$ cat src/logic/aael_pkg.sv
package aael_pkg;
    // clock and link timing
    localparam int CLK_HZ = 40_000_000;
    localparam int SAMPLE_HZ = 32_000;
    localparam int BAUD_HZ = 4_000_000;
    localparam int TIMER_PERIOD = CLK_HZ / SAMPLE_HZ;
    localparam int BIT_CYCLES = CLK_HZ / BAUD_HZ;
    localparam int TIMER_W = 11;
    localparam int BITCNT_W = 4;
    // phase lock: wanted timer count when a request arrives, and trim limit
    localparam logic [10:0] PLL_TARGET = 11'h4C0;
    localparam logic [10:0] PLL_TRIM_MAX = 11'h010;
    // averaging
    localparam int AVG_COUNT = 64;
    localparam int AVG_SHIFT = 6;
    localparam int ADC_W = 12;
    localparam logic [11:0] ADC_MID = 12'h800;
    // frame
    localparam int FRAME_BITS = 10;
    localparam int RESP_BYTES = 11;
    localparam int BUF_DEPTH = 16;
    localparam int BUF_AW = 4;
    localparam logic [3:0] IDX_CMD = 4'h0;
    localparam logic [3:0] IDX_STATUS = 4'h1;
    localparam logic [3:0] IDX_ANGLE0 = 4'h2;
    localparam logic [3:0] IDX_ANGLE1 = 4'h3;
    localparam logic [3:0] IDX_ANGLE2 = 4'h4;
    localparam logic [3:0] IDX_ENC_ID = 4'h5;
    localparam logic [3:0] IDX_ALARM = 4'h9;
    localparam logic [3:0] IDX_CRC = 4'hA;
    // q21_fraction_format constants, 1.0 = 2^21
    localparam int Q_FRAC = 21;
    localparam logic signed [24:0] Q_ONE = 25'sh0200000;
    localparam logic signed [24:0] Q_HALF = 25'sh0100000;
    localparam logic signed [24:0] Q_QUARTER = 25'sh0080000;
    localparam logic signed [24:0] Q_EIGHTH = 25'sh0040000;
    localparam logic signed [24:0] Q_3EIGHTH = 25'sh00C0000;
    localparam logic signed [24:0] X_LATCH_OFFSET_TABLE [2] = '{25'sh0000000, 25'sh0200000};
    localparam logic signed [24:0] Y_LATCH_OFFSET_TABLE [2] = '{25'sh0200000, 25'sh0000000};
    localparam logic [7:0] STATUS_FULL_TURN = 8'h01;
endpackage : aael_pkg

$ cat src/logic/aael_txbuf.sv
`timescale 1ns/100ps
module aael_txbuf #(
    parameter int WIDTH = 8,
    parameter int DEPTH = 16,
    parameter int AW = 4
) (
    input wire logic clk,
    input wire logic rst_n,
    input wire logic ce,
    input wire logic we,
    input wire logic [AW-1:0] waddr,
    input wire logic [WIDTH-1:0] wdata,
    input wire logic [AW-1:0] raddr,
    output logic [WIDTH-1:0] rdata
);
    logic [WIDTH-1:0] mem [DEPTH];

    always_ff @(posedge clk) begin
        if (ce && we) begin
            mem[waddr] <= wdata;
        end
    end

    // registered read port
    always_ff @(posedge clk or negedge rst_n) begin
        if (!rst_n) begin
            rdata <= '0;
        end else if (ce) begin
            rdata <= mem[raddr];
        end
    end
endmodule : aael_txbuf

$ cat src/logic/aael_top.sv
`timescale 1ns/100ps
// Behaviour
// - sine and cosine conversions start together on each 32 kHz pacing timer tick.
// - each channel result is the average of 64 consecutive raw samples.
// - at the end of an averaged conversion both results and both Hall latches are captured and a new angle follows.
// - a position request fills a response buffer which a sequencer streams to the transmitter unaided.
// - the pacing timer period is trimmed so its phase locks to the host request rate.
// - the two Hall quadrant latches pick the mechanical half so the angle covers a full turn.
// - angle is 0.25 minus half the phase, offset by the x latch, the y latch, or 0.5 minus the y latch by range.
// - a stored reference offset is subtracted from every absolute angle.
// - offset and amplitude corrections are only meaningful once a full rotation has been observed.
// - the link is a 4 Mbaud asynchronous UART on a half-duplex bus.
// - each accepted request command is answered with the fields assigned to it.
// - a full-data request returns 11 bytes: command, status, angle, id, three zero multi-turn bytes, a zero alarm byte and CRC.
// - the single-turn angle travels as a 3-byte field.
module aael_top
    import aael_pkg::*;
#(
    parameter logic [7:0] FULL_DATA_REQUEST = 8'h03,
    parameter logic [7:0] ENCODER_ID = 8'h5A, // arbitrary value
    parameter logic [7:0] CRC_POLY = 8'h07
) (
    input wire logic CLK,
    input wire logic RESET_N,
    input wire logic CE,
    output logic ADC_START,
    input wire logic ADC_VALID,
    input wire logic [ADC_W-1:0] ADC_SIN,
    input wire logic [ADC_W-1:0] ADC_COS,
    input wire logic HALL_QUADRANT_X,
    input wire logic HALL_QUADRANT_Y,
    output logic ATAN_START,
    output logic signed [ADC_W:0] ATAN_SIN,
    output logic signed [ADC_W:0] ATAN_COS,
    input wire logic ATAN_DONE,
    input wire logic signed [23:0] ATAN_PHASE,
    input wire logic [Q_FRAC-1:0] ANGLE_OFFSET,
    output logic [Q_FRAC-1:0] ANGLE,
    output logic FULL_TURN_SEEN,
    input wire logic RX,
    output logic TX,
    output logic TX_OE
);
    typedef enum {RX_IDLE, RX_START, RX_DATA, RX_STOP} aael_rx_e;
    typedef enum {TX_IDLE, TX_FILL, TX_FETCH, TX_LOAD, TX_BIT} aael_tx_e;

    logic [1:0] rst_pipe_reg;
    logic rst_n;
    logic [2:0] sync1_reg, sync2_reg;
    logic rx_s, qx_s, qy_s;
    logic [TIMER_W-1:0] timer_reg, period_reg;
    logic tick;
    logic [6:0] avg_cnt_reg;
    logic [ADC_W+AVG_SHIFT-1:0] sum_sin_reg, sum_cos_reg;
    logic conv_done;
    logic qx_cap_reg, qy_cap_reg;
    logic [3:0] seen_reg;
    aael_rx_e rx_state;
    logic [BITCNT_W-1:0] rx_cyc_reg, rx_bit_reg;
    logic [7:0] rx_shift_reg;
    logic req;
    aael_tx_e tx_state;
    logic [BUF_AW-1:0] idx_reg;
    logic [BITCNT_W-1:0] tx_cyc_reg, tx_bit_reg;
    logic [9:0] tx_shift_reg;
    logic [7:0] crc_reg, fill_byte, rd_byte;
    logic [Q_FRAC-1:0] angle_snap_reg;
    logic full_snap_reg;

    function automatic logic [7:0] aael_crc8(input logic [7:0] crc, input logic [7:0] data);
        logic [7:0] c;
        c = crc ^ data;
        for (int i = 0; i < 8; i++) begin
            c = c[7] ? ((c << 1) ^ CRC_POLY) : (c << 1);
        end
        return c;
    endfunction : aael_crc8

    function automatic logic [Q_FRAC-1:0] aael_angle(input logic signed [23:0] phase, input logic qx,
                                                    input logic qy, input logic [Q_FRAC-1:0] ofs);
        logic signed [24:0] ang;
        logic signed [24:0] abs_a;
        logic [Q_FRAC-1:0] turn;
        ang = Q_QUARTER - (25'(phase) >>> 1);
        if (ang <= Q_3EIGHTH && ang > Q_EIGHTH) begin
            abs_a = X_LATCH_OFFSET_TABLE[qx] + ang;
        end else if (ang > Q_3EIGHTH) begin
            abs_a = Y_LATCH_OFFSET_TABLE[qy] + ang;
        end else begin
            abs_a = Q_HALF - Y_LATCH_OFFSET_TABLE[qy] + ang;
        end
        // two electrical periods per turn, so halve; a latch offset of 1.0 is half a turn
        turn = abs_a[Q_FRAC:1];
        // reference offset removed, wraps modulo one turn
        return turn - ofs;
    endfunction : aael_angle

    always_ff @(posedge CLK or negedge RESET_N) begin
        if (!RESET_N) begin
            rst_pipe_reg <= 2'h0;
        end else if (CE) begin
            rst_pipe_reg <= {rst_pipe_reg[0], 1'b1};
        end
    end
    assign rst_n = rst_pipe_reg[1];

    always_ff @(posedge CLK or negedge rst_n) begin
        if (!rst_n) begin
            sync1_reg <= 3'h7;
            sync2_reg <= 3'h7;
        end else if (CE) begin
            sync1_reg <= {RX, HALL_QUADRANT_Y, HALL_QUADRANT_X};
            sync2_reg <= sync1_reg;
        end
    end
    assign rx_s = sync2_reg[2];
    assign qy_s = sync2_reg[1];
    assign qx_s = sync2_reg[0];

    assign tick = (timer_reg >= period_reg);
    assign ADC_START = CE & tick;

    always_ff @(posedge CLK or negedge rst_n) begin
        if (!rst_n) begin
            timer_reg <= '0;
        end else if (CE) begin
            timer_reg <= tick ? '0 : timer_reg + 1'b1;
        end
    end

    always_ff @(posedge CLK or negedge rst_n) begin
        if (!rst_n) begin
            period_reg <= TIMER_W'(TIMER_PERIOD - 1);
        end else if (CE && req) begin
            if (timer_reg > PLL_TARGET && period_reg > TIMER_W'(TIMER_PERIOD - 1) - PLL_TRIM_MAX) begin
                period_reg <= period_reg - 1'b1;
            end else if (timer_reg < PLL_TARGET && period_reg < TIMER_W'(TIMER_PERIOD - 1) + PLL_TRIM_MAX) begin
                period_reg <= period_reg + 1'b1;
            end
        end
    end

    assign conv_done = ADC_VALID && (avg_cnt_reg == 7'(AVG_COUNT - 1));

    always_ff @(posedge CLK or negedge rst_n) begin
        if (!rst_n) begin
            avg_cnt_reg <= '0;
            sum_sin_reg <= '0;
            sum_cos_reg <= '0;
        end else if (CE && tick) begin
            avg_cnt_reg <= '0;
            sum_sin_reg <= '0;
            sum_cos_reg <= '0;
        // count parks at 64, so late samples cannot start a second result
        end else if (CE && ADC_VALID && avg_cnt_reg < 7'(AVG_COUNT)) begin
            avg_cnt_reg <= avg_cnt_reg + 1'b1;
            sum_sin_reg <= sum_sin_reg + (ADC_W + AVG_SHIFT)'(ADC_SIN);
            sum_cos_reg <= sum_cos_reg + (ADC_W + AVG_SHIFT)'(ADC_COS);
        end
    end

    always_ff @(posedge CLK or negedge rst_n) begin
        if (!rst_n) begin
            ATAN_SIN <= '0;
            ATAN_COS <= '0;
            qx_cap_reg <= 1'b0;
            qy_cap_reg <= 1'b0;
            ATAN_START <= 1'b0;
        end else if (CE) begin
            ATAN_START <= conv_done;
            if (conv_done) begin
                ATAN_SIN <= $signed({1'b0, 12'((sum_sin_reg + 18'(ADC_SIN)) >> AVG_SHIFT)}) - $signed({1'b0, ADC_MID});
                ATAN_COS <= $signed({1'b0, 12'((sum_cos_reg + 18'(ADC_COS)) >> AVG_SHIFT)}) - $signed({1'b0, ADC_MID});
                qx_cap_reg <= qx_s;
                qy_cap_reg <= qy_s;
            end
        end
    end

    always_ff @(posedge CLK or negedge rst_n) begin
        if (!rst_n) begin
            ANGLE <= '0;
        end else if (CE && ATAN_DONE) begin
            ANGLE <= aael_angle(ATAN_PHASE, qx_cap_reg, qy_cap_reg, ANGLE_OFFSET);
        end
    end

    // full rotation tracked by all quadrant pairs
    always_ff @(posedge CLK or negedge rst_n) begin
        if (!rst_n) begin
            seen_reg <= '0;
        end else if (CE && ATAN_START) begin
            seen_reg[{qy_cap_reg, qx_cap_reg}] <= 1'b1;
        end
    end
    assign FULL_TURN_SEEN = &seen_reg;

    // receiver, mid-bit sampling at 4 Mbaud
    always_ff @(posedge CLK or negedge rst_n) begin
        if (!rst_n) begin
            rx_state <= RX_IDLE;
            rx_cyc_reg <= '0;
            rx_bit_reg <= '0;
            rx_shift_reg <= '0;
        end else if (CE) begin
            case (rx_state)
                RX_IDLE: begin
                    rx_cyc_reg <= '0;
                    if (!rx_s && tx_state == TX_IDLE) begin
                        rx_state <= RX_START;
                    end
                end
                RX_START: begin
                    rx_cyc_reg <= rx_cyc_reg + 1'b1;
                    if (rx_cyc_reg == BITCNT_W'(BIT_CYCLES / 2 - 1)) begin
                        rx_cyc_reg <= '0;
                        rx_bit_reg <= '0;
                        rx_state <= rx_s ? RX_IDLE : RX_DATA;
                    end
                end
                RX_DATA: begin
                    rx_cyc_reg <= rx_cyc_reg + 1'b1;
                    if (rx_cyc_reg == BITCNT_W'(BIT_CYCLES - 1)) begin
                        rx_cyc_reg <= '0;
                        rx_shift_reg <= {rx_s, rx_shift_reg[7:1]};
                        rx_bit_reg <= rx_bit_reg + 1'b1;
                        if (rx_bit_reg == 4'h7) begin
                            rx_state <= RX_STOP;
                        end
                    end
                end
                RX_STOP: begin
                    rx_cyc_reg <= rx_cyc_reg + 1'b1;
                    if (rx_cyc_reg == BITCNT_W'(BIT_CYCLES - 1)) begin
                        rx_state <= RX_IDLE;
                    end
                end
                default: rx_state <= RX_IDLE;
            endcase
        end
    end

    // only the full-data command is answered
    assign req = rx_state == RX_STOP && rx_cyc_reg == BITCNT_W'(BIT_CYCLES - 1) && rx_s
                 && rx_shift_reg == FULL_DATA_REQUEST && tx_state == TX_IDLE;

    // angle as three bytes, low byte first
    always_comb begin
        case (idx_reg)
            IDX_CMD: fill_byte = FULL_DATA_REQUEST;
            IDX_STATUS: fill_byte = full_snap_reg ? STATUS_FULL_TURN : 8'h00;
            IDX_ANGLE0: fill_byte = angle_snap_reg[7:0];
            IDX_ANGLE1: fill_byte = angle_snap_reg[15:8];
            IDX_ANGLE2: fill_byte = {3'h0, angle_snap_reg[20:16]};
            IDX_ENC_ID: fill_byte = ENCODER_ID;
            IDX_CRC: fill_byte = crc_reg;
            default: fill_byte = 8'h00;
        endcase
    end

    // buffer filled then streamed by the sequencer
    always_ff @(posedge CLK or negedge rst_n) begin
        if (!rst_n) begin
            tx_state <= TX_IDLE;
            idx_reg <= '0;
            crc_reg <= '0;
            tx_cyc_reg <= '0;
            tx_bit_reg <= '0;
            tx_shift_reg <= 10'h3FF;
            angle_snap_reg <= '0;
            full_snap_reg <= 1'b0;
        end else if (CE) begin
            case (tx_state)
                TX_IDLE: begin
                    if (req) begin
                        angle_snap_reg <= ANGLE;
                        full_snap_reg <= FULL_TURN_SEEN;
                        idx_reg <= '0;
                        crc_reg <= '0;
                        tx_state <= TX_FILL;
                    end
                end
                TX_FILL: begin
                    crc_reg <= aael_crc8(crc_reg, fill_byte);
                    idx_reg <= idx_reg + 1'b1;
                    if (idx_reg == IDX_CRC) begin
                        idx_reg <= '0;
                        tx_state <= TX_FETCH;
                    end
                end
                TX_FETCH: tx_state <= TX_LOAD;
                TX_LOAD: begin
                    tx_shift_reg <= {1'b1, rd_byte, 1'b0};
                    tx_cyc_reg <= '0;
                    tx_bit_reg <= '0;
                    tx_state <= TX_BIT;
                end
                TX_BIT: begin
                    tx_cyc_reg <= tx_cyc_reg + 1'b1;
                    if (tx_cyc_reg == BITCNT_W'(BIT_CYCLES - 1)) begin
                        tx_cyc_reg <= '0;
                        tx_shift_reg <= {1'b1, tx_shift_reg[9:1]};
                        tx_bit_reg <= tx_bit_reg + 1'b1;
                        if (tx_bit_reg == BITCNT_W'(FRAME_BITS - 1)) begin
                            idx_reg <= idx_reg + 1'b1;
                            tx_state <= (idx_reg == IDX_CRC) ? TX_IDLE : TX_FETCH;
                        end
                    end
                end
                default: tx_state <= TX_IDLE;
            endcase
        end
    end

    aael_txbuf #(
        .WIDTH(8),
        .DEPTH(BUF_DEPTH),
        .AW(BUF_AW)
    ) u_txbuf (
        .clk(CLK),
        .rst_n(rst_n),
        .ce(CE),
        .we(tx_state == TX_FILL),
        .waddr(idx_reg),
        .wdata(fill_byte),
        .raddr(idx_reg),
        .rdata(rd_byte)
    );

    assign TX = tx_shift_reg[0];
    // driver on only during the reply
    assign TX_OE = (tx_state == TX_FETCH) || (tx_state == TX_LOAD) || (tx_state == TX_BIT);
endmodule : aael_top

$ cat config.mk
export PLATFORM = sky130hd
export DESIGN_NAME = aael_top
export DESIGN_NICKNAME = d
export VERILOG_FILES = /design/src/logic/aael_pkg.sv /design/src/logic/aael_txbuf.sv /design/src/logic/aael_top.sv
export SDC_FILE = /design/constraint.sdc
export NUM_CORES = 1
export LEC_CHECK = 0
export ABC_AREA = 1
export BUFFER_PORTS_ARGS = -buffer_cell sky130_fd_sc_hd__buf_4
export CAP_MARGIN = 10
export CORE_MARGIN = 2
export CORE_UTILIZATION = 57
export CTS_CLUSTER_SIZE = 24
export DETAILED_ROUTE_END_ITERATION = 6
export GPL_TIMING_DRIVEN = 0
export PLACE_DENSITY = 0.83
export SLEW_MARGIN = 0
export SYNTH_ARGS = -nofsm -noshare
export SYNTH_HDL_FRONTEND = slang
export SYNTH_SLANG_ARGS = --single-unit
$ cat constraint.sdc
create_clock -name CLK -period 7.9 [get_ports CLK]
set_input_delay 1.58 -clock CLK [delete_from_list [all_inputs] [get_ports CLK]]
set_output_delay 1.58 -clock CLK [all_outputs]
set_load 0.005 [all_outputs]
; ---- Yosys cells after proc, flatten, opt, wreduce, memory -nomap -nowiden
; Memories as Yosys holds them, arrays and structs flattened. A register that Yosys moved wholly into a read port is not among the register bits.
; Cells that the tools add are included.
[word_totals]
ramBits = 128
elab_cells = 216
out_inout_bits = 52
input_bits = 77
n_memories = 1
regBits = 259
[classes]
n_bitwise = 13
n_eq_ne = 34
n_addsub = 19
magnitude_cmp = 13
reduce_logical = 45
n_mux = 64
[mem_list]
columns = memory, words, width, read_ports, rd_clocked_by_memory_dff, wr, line
row1 = u_txbuf.mem, 16, 8, 1, 1, 1, aael_txbuf.sv:16  ; logic [WIDTH-1:0] mem [DEPTH];
[ops]
columns = cell, n
row1 = $mux 32, 9
row2 = $mux 22, 9
row3 = $eq 32x2->1 const B, 5
row4 = $pmux 32 s5, 1
row5 = $eq 32x3->1 const B, 4
row6 = $pmux 32 s4, 1
row7 = $logic_not 32->1, 3
row8 = $mux 18, 4
row9 = $add 22x22->22, 3
row10 = $eq 32x1->1 const B, 2
row11 = $pmux 8 s7, 1
row12 = $mux 4, 10
row13 = $add 18x12->18, 2
row14 = $mux 11, 3
row15 = $eq 32x4->1 const B, 1
row16 = $sub 12x12->13 const B, 2
row17 = $gt 24x20->1 const B, 1
row18 = $gt 24x21->1 const B, 1
row19 = $le 24x21->1 const B, 1
row20 = $mux 3, 8
row21 = $not 3->3, 8
row22 = $pmux 4 s2, 3
row23 = $sub 21x23->24 const A, 1
row24 = $add 11x1->11 const B, 2
row25 = 45 further kinds, 103

; ---- Logic depth before layout (Yosys ltp)
[logic_depth]
depth_word = 20
mapped_depth = 34
ltp_nobuf = 34

; ---- Modules after synthesis
; A second synthesis with hierarchy kept.
[unflattened]
cells_unflattened = 2238
area_unflattened_um2 = 19152.1
[modules_own_cells]
columns = module, seq_area_each_um2, instances, cells_each, area_per_inst_um2
row1 = aael_top, 4954.8, 1, 1753, 13554.2
row2 = aael_txbuf, 4043.9, 1, 485, 5597.9

; ---- Least setup slack after synthesis
; OpenSTA, ideal clock, no wires.
[synth_path]
kind = input port to flip-flop
start = input port ATAN_PHASE[1]
end = register ANGLE[18]
stages = 30
setup_ns = 0.083
path_slack_ns = 1.978
n_path_buf = 1
t_arrival_ns = 5.840
t_required_ns = 7.817
cell_sequence = inv_1 -> ha_1 -> nand2_1 -> nor2_1 -> nand2_1 -> or2_2 -> nor3_1 -> xor2_1 -> ha_1 -> nand4_1 -> nor3_1 -> nand2_1 -> nand2_1 -> nand3_1 -> nand2_1 -> nand2_2 -> clkbuf_1 -> nand2_1 -> o21ai_0 -> ha_1 -> a21o_1 -> a21oi_1 -> o21ai_0 -> a21oi_1 -> o21bai_1 -> a21boi_0 -> o21ai_0 -> nand2_1 -> nand3_1 -> o21ai_0
[synth_via]
elab_chain_cells = 6
word_cells_on_any_way = 12
classes_between = add/sub: 5 / order compare: 3 / mux: 3 / reduce/logical: 1
[synth_rtl]
columns = item, line
row1 = "start, declared", aael_top.sv:36  ; input wire logic signed [23:0] ATAN_PHASE,
row2 = $sub 21x23->24 (*), aael_top.sv:84  ; ang = Q_QUARTER - (25'(phase) >>> 1);
row3 = "$add 22x22->22, or another cell as far along", aael_top.sv:90  ; abs_a = Q_HALF - Y_LATCH_OFFSET_TABLE[qy] + ang;
row4 = $mux 22 or $logic_and 1x1->1 (tied branches), "aael_top.sv:87, aael_top.sv:85"
row5 = $mux 22 (*), aael_top.sv:85  ; if (ang <= Q_3EIGHTH && ang > Q_EIGHTH) begin
row6 = $mux 22 (*), aael_top.sv:183  ; end else if (CE && ATAN_DONE) begin
row7 = $sub 21x21->21 (*), aael_top.sv:95  ; return turn - ofs;
row8 = "end signal, assigned", aael_top.sv:184  ; ANGLE <= aael_angle(ATAN_PHASE, qx_cap_reg, qy_cap_reg, ANGLE_OFFSET);
row9 = "end, declared", aael_top.sv:38  ; output logic [Q_FRAC-1:0] ANGLE,
; Mark *: on every way between the ends. The rest lies on a longest branch, timed or not. The select of a mux whose other input is x is not followed.
; A chain may end at the register's enable or synchronous reset.

; ---- Worst setup path after layout
; Ends and elaborated chain as after synthesis.

==> results_dict.tcl <==
set metrics [dict create \
    crit_type "input pin to register" \
    area_delta_synth_final_pct 14.5 \
    setup_viol 0 \
    drt_wl_total_um 47900 \
    met1_usage_pct 35.9 \
    cellLeakagePower_nw 9.93 \
    outcome "complete, but fails checks" \
    period_share_pct 87.3 \
    gp_congestion 0.957 \
    ys_ff_latch 333 \
    worst_pin_slew_ps 935 \
    crit_path_end_kind "register" \
    synth_cells 2171 \
    clk_path_buf_depth 3 \
    postCtsSetupRepairBufs 0 \
    hold_viol 0 \
    slew_violations 0 \
    period_minus_slack_ps 6890 \
    tns_ps 0 \
    regToRegStartpoint "idx_reg[0]$_DFFE_PN0P_" \
    peakVddDrop_uv 162 \
    gr-total-overflow 0 \
    cts_made_buffers 34 \
    htree_num_levels 2 \
    ys_seq_area_share_pct 48.3 \
    power_density_nw_per_um2 247 \
    ios 129 \
    clock-root-buffer "clkbuf_16" \
    core_area_um2 32400 \
    reg2reg_depth 15 \
    cts_resized 0 \
    regArea_um2 9000 \
    synth_top_cell_by_area "dfrtp_1" \
    antenna_found_initial 0 \
    largest_reg_flops 128 \
    hp-class "register to asynchronous set/reset pin" \
    die_area_um2 34100 \
    crit_arrival_ps 7330 \
    synthTopCellsByArea "dfrtp_1 25%, edfxtp_1 21%, nand2_1 10%" \
    place_hpwl_um 35200 \
    start_util_pct 57.5 \
    vias 16100 \
    rsz0062_at_grt "false" \
    ys.flop_type "dfrtp_1" \
    hold_buffers 0 \
    cts_tree "done" \
    grt-busiest-layer "met2" \
    maxSlewHeadroom_pct 37.4 \
    drtPass1Iterations 7 \
    syn_nets 2358 \
    synthArstFlopShare_pct 61.6 \
    finalClockSkew_ps 26.1 \
    multiInputGateArea_um2 8500 \
    crit_slowest_cell "nor3_1" \
    ff2ff_setup_slack_ps 3100 \
    dieHeight_um 185 \
    filler_cell_count 2581 \
    use_met2_pct 47.8 \
    drc 2 \
    antenna_cells 0 \
    drive_above_1_share_pct 10.1 \
    fin_nets 2526 \
    worstSetupStartpoint "ATAN_PHASE[1]" \
    path_max_fanout 10 \
    startpoint_type "input pin" \
    timing.critical_path.mode_cell "nand2_1" \
    synth-warning-count 0 \
    hold_ws_ps 221 \
    numPortBuffers 127 \
    cap_violations 0 \
    stdcell_area_um2 21300 \
    dpl_cell_area_um2 20200 \
    synth_common_cells "497 x nand2_1, 232 x inv_1, 228 x nor2_1, 211 x o21ai_0, 185 x dfrtp_1" \
    grt_pass1_wl_um 75900 \
    grt_max_degree 72 \
    synth_top_area_share_pct 24.9 \
    num_rows 66 \
    drtIter0Drc 1309 \
    first_global_vias 15500 \
    fin_util_pct 65.8 \
    clk_latency_ps 530 \
    slowest_delay_ps 540 \
    met3_usage_pct 4.25 \
    worstPathRequired_ps 8330 \
    track_usage_pct 28.1 \
    antenna_left 0 \
    viasPerCell 5.75 \
    clkTransAtPathRegs_ps 60 \
    max_freq_mhz 145 \
    synthMostInstantiatedCell "nand2_1" \
    cts.sinks 333 \
    synth_area_per_cell_um2 8.57 \
    r2r_end "crc_reg[2]$_DFFE_PN0P_" \
    finalPower_mw 5.25 \
    drt-wirelength-per-cell_um 17.1 \
    die_w_um 185 \
    netlist_area_um2 18600 \
    synth_edf_count 128 \
    violations "DRC" \
    synthDistinctLibCells 55 \
]
## how the worst max path moves through the flow
stage / endpoint / slack (ps) / cells past startpoint
floorplan: ANGLE[0]$_DFFE_PN0P_ / 1780 / 0
finish: ANGLE[18]$_DFFE_PN0P_ / 1010 / 31
detailed placement: ANGLE[18]$_DFFE_PN0P_ / 570 / 31
global route: ANGLE[18]$_DFFE_PN0P_ / 540 / 31
CTS: ANGLE[18]$_DFFE_PN0P_ / 1080 / 31
global placement: ANGLE[1]$_DFFE_PN0P_ / -480 / 0
## metrics by stage
| stage | instances | setup WS, ps |
|---|---|---|
| after floorplan | 2171 | 1780 |
| after global placement | 2740 | -478 |
| after detailed placement | 2745 | 567 |
| after CTS | 2806 | 1080 |
| after global routing | 2806 | 542 |
| final | 2806 | 1010 |
## layer usage
layer,part of all wire (%),vias up
met3,7.3,136
met5,0,-
met1,40,7692
li1,-,7639
met2,48,678
met4,4.1,0
## worst max-delay path: cells and delay by family
kind | cells | cell delay (ps)
AND/OR/NAND/NOR | 15 | 2470
AO/OA/AOI/OAI | 9 | 1670
adder cells (fa/ha/maj) | 3 | 820
buffers and inverters | 3 | 480
XOR/XNOR | 1 | 280
## cell families after synthesis
| family | synth area share [%] |
|---|---|
| adders and majority gates | 7.56 |
| and+or+nand+nor | 19.7 |
| muxes | 0.168 |
| buffers and inverters | 5.96 |
| DFF | 48.3 |
| AOI/OAI and AO/OA | 13.5 |
| xor gates and xnor gates | 4.79 |
## cell usage in the layout (no fill, tap or decap), types with 4 or more instances in the layout
cell type,Yosys,final
buf_4,2,130
nand4_1,30,30
nor2_4,4,4
nand2_1,497,497
o211ai_1,5,5
a22o_1,14,14
nor3_1,19,19
ha_1,106,106
clkbuf_8,0,5
nor2_1,228,228
a31oi_1,10,10
clkbuf_16,0,35
inv_1,232,232
edfxtp_1,128,128
o21bai_1,5,5
inv_2,4,4
o22ai_1,55,55
a21oi_1,109,109
o31ai_1,7,7
nor4_1,6,6
xor2_1,68,68
clkbuf_1,49,59
or2_2,7,7
clkinv_2,1,5
fa_1,4,4
a21o_1,4,4
o21ai_0,211,211
dfstp_2,20,20
nand3b_1,4,4
xnor2_1,25,25
nand3_1,85,85
dfrtp_1,185,184
a41oi_1,8,8
## where the power goes
part	switching (mW)	internal, mW
Sequential	0.166	2.04
Clock	0.665	0.904
Combinational	0.965	0.518
Total	1.80	3.46
## layout make-up
cell class / count / area share, %
clock inverter: 11 / 0.487
buffer: 54 / 0.998
sequential: 333 / 42.2
clock buffer: 50 / 4.61
tap: 442 / 2.60
timing repair buffer: 132 / 4.95
inverter: 238 / 4.21
multi-input combinational: 1546 / 39.9
Power figures use the tool's default switching activity.
